[config.mk]
export PLATFORM = sky130hd
export DESIGN_NAME = afpmc_dev_flat
export DESIGN_NICKNAME = d
export VERILOG_FILES = /design/src/hw/afpmc_pkg.sv /design/src/hw/afpmc_if.sv /design/src/hw/afpmc_dev.sv /design/src/flat_wrapper.sv
export SDC_FILE = /design/constraint.sdc
export NUM_CORES = 1
export LEC_CHECK = 0
export ABC_AREA = 1
export BUFFER_PORTS_ARGS = -buffer_cell sky130_fd_sc_hd__buf_4
export CAP_MARGIN = 20
export CELL_PAD_IN_SITES_DETAIL_PLACEMENT = 1
export CELL_PAD_IN_SITES_GLOBAL_PLACEMENT = 2
export CORE_UTILIZATION = 37
export DETAILED_ROUTE_END_ITERATION = 10
export GPL_ROUTABILITY_DRIVEN = 0
export PLACE_DENSITY = 0.81
export SKIP_LAST_GASP = 1
export SYNTH_ARGS = -nofsm -noshare
export SYNTH_HDL_FRONTEND = slang
export SYNTH_SLANG_ARGS = --single-unit
[constraint.sdc]
create_clock -name CLK -period 4.55 [get_ports CLK]
set_input_delay 0.2275 -clock CLK [delete_from_list [all_inputs] [get_ports CLK]]
set_output_delay 0.2275 -clock CLK [all_outputs]
set_load 0.01 [all_outputs]
[src/hw/afpmc_pkg.sv]
/*
 * constants and types shared by both ends of the frame-select converter link
 * assumes a 25 MHz system clock at each end; the link pins are sampled by it
 */
package afpmc_pkg;

    // ----------------------------------------------------------------
    // frame layout
    // ----------------------------------------------------------------
    localparam int FRAME_BITS = 16;
    localparam int LEAD_ZEROS = 4;
    localparam int DATA_BITS = FRAME_BITS - LEAD_ZEROS;
    localparam int RES_BITS_DEF = 12;
    localparam logic [15:0] WORD_RST = 16'h0000;

    // ----------------------------------------------------------------
    // falling-edge counts that steer the power state
    // ----------------------------------------------------------------
    localparam logic [4:0] PD_MIN_EDGE = 5'h02;
    localparam logic [4:0] KEEP_EDGE = 5'h0A;
    localparam logic [4:0] TRACK_EDGE = 5'h0D;
    localparam logic [4:0] LAST_EDGE = 5'h0F;
    localparam logic [4:0] FULL_EDGE = 5'h10;
    localparam logic [4:0] CNT_RST = 5'h00;

    // ----------------------------------------------------------------
    // times and derived cycle counts
    // ----------------------------------------------------------------
    localparam int CLK_NS = 40;
    localparam int PWRUP_NS = 1000;
    localparam int PWRUP_CYC = (PWRUP_NS + CLK_NS - 1) / CLK_NS;
    localparam int QUIET_NS = 60;
    localparam int QUIET_CYC = (QUIET_NS + CLK_NS - 1) / CLK_NS;
    localparam int DIS_NS = 35;
    localparam int DIS_CYC = (DIS_NS + CLK_NS - 1) / CLK_NS;
    localparam int SYNC_LAG = 3;
    localparam int QWAIT_CYC = SYNC_LAG + DIS_CYC + QUIET_CYC;
    localparam int SCLK_HALF_DEF = 4;
    localparam logic [7:0] TMR_RST = 8'h00;

    // ----------------------------------------------------------------
    // power modes and host sequencer states
    // ----------------------------------------------------------------
    typedef enum logic [1:0] {
        MODE_NORMAL = 2'b00,
        MODE_PWRUP = 2'b01,
        MODE_PDOWN = 2'b10
    } afpmc_mode_e;

    localparam afpmc_mode_e MODE_RST = MODE_NORMAL;
    localparam logic TRACK_RST = 1'b1;

    typedef enum logic [2:0] {
        HST_IDLE = 3'b000,
        HST_SETUP = 3'b001,
        HST_CLOCK = 3'b010,
        HST_HOLD = 3'b011,
        HST_QUIET = 3'b100
    } afpmc_hst_e;

endpackage

[src/hw/afpmc_if.sv]
/*
 * link between host and converter: frame select, serial clock, result line
 * assumes the result line is pulled low while nobody drives it
 */
`timescale 1ns/1ps
interface afpmc_if;
    logic cs_n;
    logic sclk;
    logic serial_result_out;
    logic serial_result_oe;
    logic serial_result_line;

    // resolved wire level, low when released
    assign serial_result_line = serial_result_oe ? serial_result_out : 1'b0;

    modport dev (
        input cs_n,
        input sclk,
        output serial_result_out,
        output serial_result_oe
    );

    modport host (
        output cs_n,
        output sclk,
        input serial_result_line
    );
endinterface // afpmc_if

[src/hw/afpmc_dev.sv]
/*
 * converter end: frame decode, result shifter, power mode and track-and-hold
 * assumes cs_n and sclk come from another clock and the host keeps sclk
 * half periods of at least four system clocks
 */
`timescale 1ns/1ps
module afpmc_dev
    import afpmc_pkg::*;
#(
    parameter int RES_BITS = RES_BITS_DEF,
    parameter afpmc_mode_e START_MODE = MODE_RST
) (
    input wire logic CLK,
    input wire logic RST_B,
    afpmc_if.dev LINK,
    input wire logic [RES_BITS-1:0] SAMPLE,
    output logic [1:0] MODE,
    output logic ANALOG_ON,
    output logic PWR_READY,
    output logic TRACK,
    output logic CONV_START
);

    // ----------------------------------------------------------------
    // parameter checks
    // ----------------------------------------------------------------
    localparam int PU_W = $clog2(PWRUP_CYC + 1);
    localparam int PAD = DATA_BITS - RES_BITS;
    localparam logic [PU_W-1:0] PU_DONE = PU_W'(PWRUP_CYC);
    localparam logic [PU_W-1:0] PU_RST = '0;

    generate
        if (RES_BITS < 1 || RES_BITS > DATA_BITS) begin : g_bad_res
            $error("result width does not fit the data field");
        end
    endgenerate

    // ----------------------------------------------------------------
    // pin synchronisers and edge detect
    // ----------------------------------------------------------------
    logic [2:0] cs_sync_q;
    logic [2:0] sclk_sync_q;
    logic cs_fall;
    logic cs_rise;
    logic sclk_fall;
    logic sclk_rise;

    // stage 0 feeds stage 1 only; stage 2 is the previous stage 1
    always_ff @(posedge CLK or negedge RST_B) begin
        if (!RST_B) begin
            cs_sync_q <= 3'h7;
            sclk_sync_q <= 3'h7;
        end else begin
            cs_sync_q <= {cs_sync_q[1:0], LINK.cs_n};
            sclk_sync_q <= {sclk_sync_q[1:0], LINK.sclk};
        end
    end

    assign cs_fall = !cs_sync_q[1] && cs_sync_q[2];
    assign cs_rise = cs_sync_q[1] && !cs_sync_q[2];
    assign sclk_fall = !sclk_sync_q[1] && sclk_sync_q[2];
    assign sclk_rise = sclk_sync_q[1] && !sclk_sync_q[2];

    // ----------------------------------------------------------------
    // frame tracking and falling-edge count
    // ----------------------------------------------------------------
    logic frame_q;
    logic [4:0] cnt_q;
    logic last_fall;

    assign last_fall = frame_q && sclk_fall && (cnt_q == LAST_EDGE);

    // count restarts on every frame fall, ends at the sixteenth fall
    always_ff @(posedge CLK or negedge RST_B) begin
        if (!RST_B) begin
            frame_q <= 1'b0;
            cnt_q <= CNT_RST;
        end else if (cs_fall) begin
            frame_q <= 1'b1;
            cnt_q <= CNT_RST;
        end else if (cs_rise) begin
            frame_q <= 1'b0;
        end else if (frame_q && sclk_fall) begin
            cnt_q <= cnt_q + 5'h01;
            if (cnt_q == LAST_EDGE) begin
                frame_q <= 1'b0;
            end
        end
    end

    // ----------------------------------------------------------------
    // result shifter and line drive
    // ----------------------------------------------------------------
    logic [DATA_BITS-1:0] res_pad;
    logic [15:0] shift_q;
    logic sdo_q;
    logic oe_q;

    // narrower results get trailing zeros
    assign res_pad = DATA_BITS'(SAMPLE) << PAD;

    always_ff @(posedge CLK or negedge RST_B) begin
        if (!RST_B) begin
            shift_q <= WORD_RST;
            sdo_q <= 1'b0;
            oe_q <= 1'b0;
        end else if (cs_fall) begin
            shift_q <= {{LEAD_ZEROS{1'b0}}, res_pad};
            sdo_q <= 1'b0; // first leading zero
            oe_q <= 1'b1;
        end else if (cs_rise) begin
            oe_q <= 1'b0;
        end else if (frame_q && sclk_fall) begin
            if (cnt_q == LAST_EDGE) begin
                oe_q <= 1'b0;
            end else begin
                shift_q <= {shift_q[14:0], 1'b0};
                sdo_q <= shift_q[14];
            end
        end
    end

    assign LINK.serial_result_out = sdo_q;
    assign LINK.serial_result_oe = oe_q;

    // ----------------------------------------------------------------
    // power mode
    // ----------------------------------------------------------------
    afpmc_mode_e mode_q;

    // decided by the fall count at the frame select rise or sixteenth fall; wakes from power-down at the frame select fall
    always_ff @(posedge CLK or negedge RST_B) begin
        if (!RST_B) begin
            mode_q <= START_MODE;
        end else if (cs_fall) begin
            if (mode_q == MODE_PDOWN) begin
                mode_q <= MODE_PWRUP;
            end
        end else if (cs_rise && frame_q) begin
            case (mode_q)
                MODE_NORMAL: begin
                    if (cnt_q >= PD_MIN_EDGE && cnt_q < KEEP_EDGE) begin
                        mode_q <= MODE_PDOWN;
                    end // else
                end
                MODE_PWRUP: begin
                    if (cnt_q < KEEP_EDGE) begin
                        mode_q <= MODE_PDOWN;
                    end else begin
                        mode_q <= MODE_NORMAL;
                    end
                end
                default: mode_q <= mode_q;
            endcase
        end else if (last_fall && mode_q == MODE_PWRUP) begin
            mode_q <= MODE_NORMAL;
        end
    end

    assign MODE = mode_q;
    assign ANALOG_ON = (mode_q != MODE_PDOWN);

    // ----------------------------------------------------------------
    // power-up timer
    // ----------------------------------------------------------------
    logic [PU_W-1:0] pu_cnt_q;

    // analog core counts as settled one microsecond after power-on
    always_ff @(posedge CLK or negedge RST_B) begin
        if (!RST_B) begin
            pu_cnt_q <= PU_RST;
        end else if (mode_q == MODE_PDOWN) begin
            pu_cnt_q <= PU_RST;
        end else if (pu_cnt_q != PU_DONE) begin
            pu_cnt_q <= pu_cnt_q + PU_W'(1);
        end
    end

    assign PWR_READY = (pu_cnt_q == PU_DONE);

    // ----------------------------------------------------------------
    // track-and-hold
    // ----------------------------------------------------------------
    logic track_q;

    always_ff @(posedge CLK or negedge RST_B) begin
        if (!RST_B) begin
            track_q <= TRACK_RST;
        end else if (cs_fall) begin
            track_q <= 1'b0;
        end else if (cs_rise && frame_q) begin
            // stays in hold when the rise sends the part down
            if (mode_q == MODE_PWRUP) begin
                track_q <= (cnt_q >= KEEP_EDGE);
            end else if (mode_q == MODE_NORMAL) begin
                track_q <= !(cnt_q >= PD_MIN_EDGE && cnt_q < KEEP_EDGE);
            end
        end else if (frame_q && mode_q == MODE_PWRUP && cnt_q == CNT_RST
                     && (sclk_fall || sclk_rise)) begin
            track_q <= 1'b1;
        end else if (frame_q && mode_q == MODE_NORMAL && sclk_rise
                     && cnt_q >= TRACK_EDGE) begin
            track_q <= 1'b1; // acquire next sample
        end
    end

    assign TRACK = track_q;

    // ----------------------------------------------------------------
    // conversion start strobe
    // ----------------------------------------------------------------
    logic conv_start_q;

    always_ff @(posedge CLK or negedge RST_B) begin
        if (!RST_B) begin
            conv_start_q <= 1'b0;
        end else begin
            conv_start_q <= cs_fall;
        end
    end

    assign CONV_START = conv_start_q;

endmodule // afpmc_dev

[src/flat_wrapper.sv]
// flat-port wrapper written by rule: the top's interface ports become plain ports
module afpmc_dev_flat import afpmc_pkg::*;
#(
    parameter int RES_BITS = RES_BITS_DEF,
    parameter afpmc_mode_e START_MODE = MODE_RST
)
  (CLK, RST_B, SAMPLE, MODE, ANALOG_ON, PWR_READY, TRACK, CONV_START, LINK_cs_n, LINK_sclk, LINK_serial_result_out, LINK_serial_result_oe);
  afpmc_if LINK_i ();
  input wire logic CLK;
  input wire logic RST_B;
  input wire logic [RES_BITS-1:0] SAMPLE;
  output logic [1:0] MODE;
  output logic ANALOG_ON;
  output logic PWR_READY;
  output logic TRACK;
  output logic CONV_START;
  input wire logic [$bits(LINK_i.cs_n)-1:0] LINK_cs_n;
  input wire logic [$bits(LINK_i.sclk)-1:0] LINK_sclk;
  output wire logic [$bits(LINK_i.serial_result_out)-1:0] LINK_serial_result_out;
  output wire logic [$bits(LINK_i.serial_result_oe)-1:0] LINK_serial_result_oe;
  assign LINK_i.cs_n = LINK_cs_n;
  assign LINK_i.sclk = LINK_sclk;
  assign LINK_serial_result_out = LINK_i.serial_result_out;
  assign LINK_serial_result_oe = LINK_i.serial_result_oe;
  afpmc_dev #(.RES_BITS(RES_BITS), .START_MODE(START_MODE)) u_core (.CLK(CLK), .RST_B(RST_B), .LINK(LINK_i), .SAMPLE(SAMPLE), .MODE(MODE), .ANALOG_ON(ANALOG_ON), .PWR_READY(PWR_READY), .TRACK(TRACK), .CONV_START(CONV_START));
endmodule
==> results_dict.tcl <==
set metrics [dict create \
    setup_violations 0 \
    dieArea_um2 5340 \
    hpwl_mm 2.76 \
    portBuffers 23 \
    synth_fp_nets 244 \
    cts_tree "built" \
    via_per_inst 4.68 \
    die_y_um 73.1 \
    cp_data_required_time_ns 4.75 \
    drt_pass1_iterations 4 \
    grt.total_usage 0.168 \
    final.min_clock_period_ns 2.02 \
    antenna_cells 0 \
    netlist_area_um2 1870 \
    synth_xor_area_frac 0.00468 \
    setup_tns_ns 0 \
    worstSetupPathType "flip-flop to flip-flop" \
    synth_top_family_by_area "simple AND/OR/NAND/NOR gates" \
    max_freq_mhz 495 \
    synth.largest_area_cell "dfrtp_1" \
    clk_path_buf_depth 2 \
    slowest_stage "o21ai_4" \
    initial_core_util 0.391 \
    cp-start-kind "flip-flop" \
    layout.nets 269 \
    synth-simple-area-share 0.204 \
    grt_pass1_vias 1446 \
    drive_above_1_share 0.176 \
    p_total_mw 0.868 \
    synth_compound_area_frac 0.130 \
    ys_types 28 \
    synth-edff-count 0 \
    slowest_delay_ns 0.59 \
    crit_path_max_fanout 31 \
    synth.top_cells.by_area "dfrtp_1, dfstp_2, nand2_1" \
    antenna_found_initial 0 \
    core_area_um2 4790 \
    cts_sinks 37 \
    synth.area.mux_share 0 \
    synth_warnings 0 \
    antenna_left 0 \
    vias 1460 \
    hp-class "primary input to flip-flop" \
    fin_crit_sh 0.444 \
    cp_cell_sequence "ha_1 > inv_1 > nor2_1 > ha_1 > o21ai_4 > o211ai_1 > o21ai_0" \
    crit_path_end_kind "flip-flop" \
    clock_latency_ns 0.28 \
    run_status "completed" \
    syn_area_per_cell_um2 8.54 \
    clk_pin_slew_ns 0.07 \
    p_leak_nw 1.10 \
    grt_pass1_wl_mm 6.73 \
    ctsResizeCount 0 \
    ys.flop_type "dfrtp_1" \
    rsz0062_at_grt "no" \
    clock_skew_ns 0.00523 \
    cpMostUsedCell "ha_1" \
    slew_headroom 0.534 \
    cts_buffers 5 \
    tightest_slew_ns 0.697 \
    finalHoldViolations 0 \
    reg2reg_setup_slack_ns 2.53 \
    root_buffer "clkbuf_8" \
    cap_violations 0 \
    finalMaxSlewViolations 0 \
    grt_overflow 0 \
    synth-seq-area-share 0.500 \
    ys_async_sr_fraction 1.00 \
    synth_top_area_share 0.401 \
    die_w_um 73.1 \
    wl_per_cell_um 12.3 \
    grt_max_degree 38 \
    cp.arrival_ns 2.22 \
    num_io_pins 24 \
    synth_fa_ha_area_frac 0.0602 \
    drc 0 \
    synth_seq_cells 37 \
    postSynthCellCount 219 \
    ir_worst_vdd_mv 0.218 \
    h-tree-depth 2 \
    synthToLayoutAreaGrowth_pct 16.7 \
    drt_iter0_markers 62 \
    wl_mm 3.82 \
    powerDensity_nw_per_um2 398 \
    fp-row-count 25 \
    final_core_utilization 0.456 \
]
layer usage:
| layer | GRT usage | vias to the layer above | wire length [µm] |
|---|---|---|---|
| met1 | 0.245 | 690 | 1910 |
| li1 | - | 749 | - |
| met5 | 0 | - | 0 |
| met2 | 0.241 | 16 | 1760 |
| met4 | 0.0784 | 0 | 64 |
| met3 | 0.0290 | 5 | 86 |
registers in the layout, indices dropped and copies added, names as in the netlist:
signal	count
u_core.pu_cnt_q	5
u_core.cs_sync_q	3
u_core.cnt_q	5
u_core.CONV_START	1
u_core.TRACK	1
u_core.LINK.serial_result_out	1
u_core.LINK.serial_result_oe	1
u_core.sclk_sync_q	3
u_core.shift_q	15
u_core.MODE	2
through the flow:
stage,setup slack (ns),instances,hold WS [ns],instance area [µm²]
2_1_floorplan,2.99,219,-0.0681,1870
3_3_place_gp,2.56,303,0.222,2080
3_5_place_dp,2.51,303,0.218,2080
4_1_cts,2.51,312,0.0347,2180
5_1_grt,2.30,312,0.0324,2180
6_report,2.53,312,0.0455,2180
logic make-up after synthesis:
| kind of cell | Yosys count |
|---|---|
| AO/OA/AOI/OAI | 40 |
| XOR/XNOR | 1 |
| flip-flops | 37 |
| buffers and inverters | 45 |
| AND/OR/NAND/NOR | 87 |
| adder cells (fa/ha/maj) | 9 |
cells in the mapped netlist, types with 2 or more instances:
cell      instances
nand2_1          45
inv_1            37
dfrtp_1          30
o21ai_0          22
nand3_1          16
nor2_1           16
ha_1              9
o211ai_1          9
dfstp_2           7
buf_4             3
nor3_1            3
o21ai_1           3
buf_2             2
inv_2             2
nand4_1           2
power breakdown:
group	total (mW)	internal, mW	switching, mW
clock	0.233	0.123	0.109
combinational	0.195	0.0817	0.113
sequential	0.441	0.398	0.0430
total	0.868	0.603	0.265
layout make-up:
| class | instances | area [µm²] |
|---|---|---|
| clock buffer | 8 | 90.1 |
| fill | 603 | 2600 |
| inverter | 39 | 146 |
| multi-input combinational | 137 | 746 |
| sequential | 37 | 935 |
| tap | 67 | 83.8 |
| timing repair buffer | 24 | 183 |
critical path, delay by kind of cell, from the launching register on:
kind            cells  cell delay (ns)
flops               1             0.43
fa+ha+maj           2             0.47
simple gates        1             0.05
buf+inv             1             0.07
compound gates      3             0.90
placed cells by master (no fill, tap or decap), types with 6 or more instances in the layout:
cell	synthesis	layout
nand2_1	45	45
inv_1	37	37
dfrtp_1	30	30
buf_4	3	23
o21ai_0	22	22
nor2_1	16	16
nand3_1	16	16
o211ai_1	9	9
ha_1	9	9
dfstp_2	7	7
clkbuf_8	0	6
path summary, 6_finish.rpt:
check / to / cells after the start / start
min reg2reg: u_core.cs_sync_q[1] / 0 / u_core.cs_sync_q[0]
max reg2reg: u_core.shift_q[6] / 7 / u_core.cnt_q[1]
min in group asynchronous: u_core.pu_cnt_q[1] / 2 / RST_B
min: u_core.sclk_sync_q[0] / 1 / LINK_sclk
max: u_core.shift_q[6] / 7 / u_core.cnt_q[1]
max in group asynchronous: u_core.cs_sync_q[2] / 2 / RST_B
repair_timing:
action / CTS / global route
hold buffers: 1 / 0
endpoints found under the hold margin: 30 / 0
buffers inserted: 0 / 0
Power figures use the tool's default switching activity.
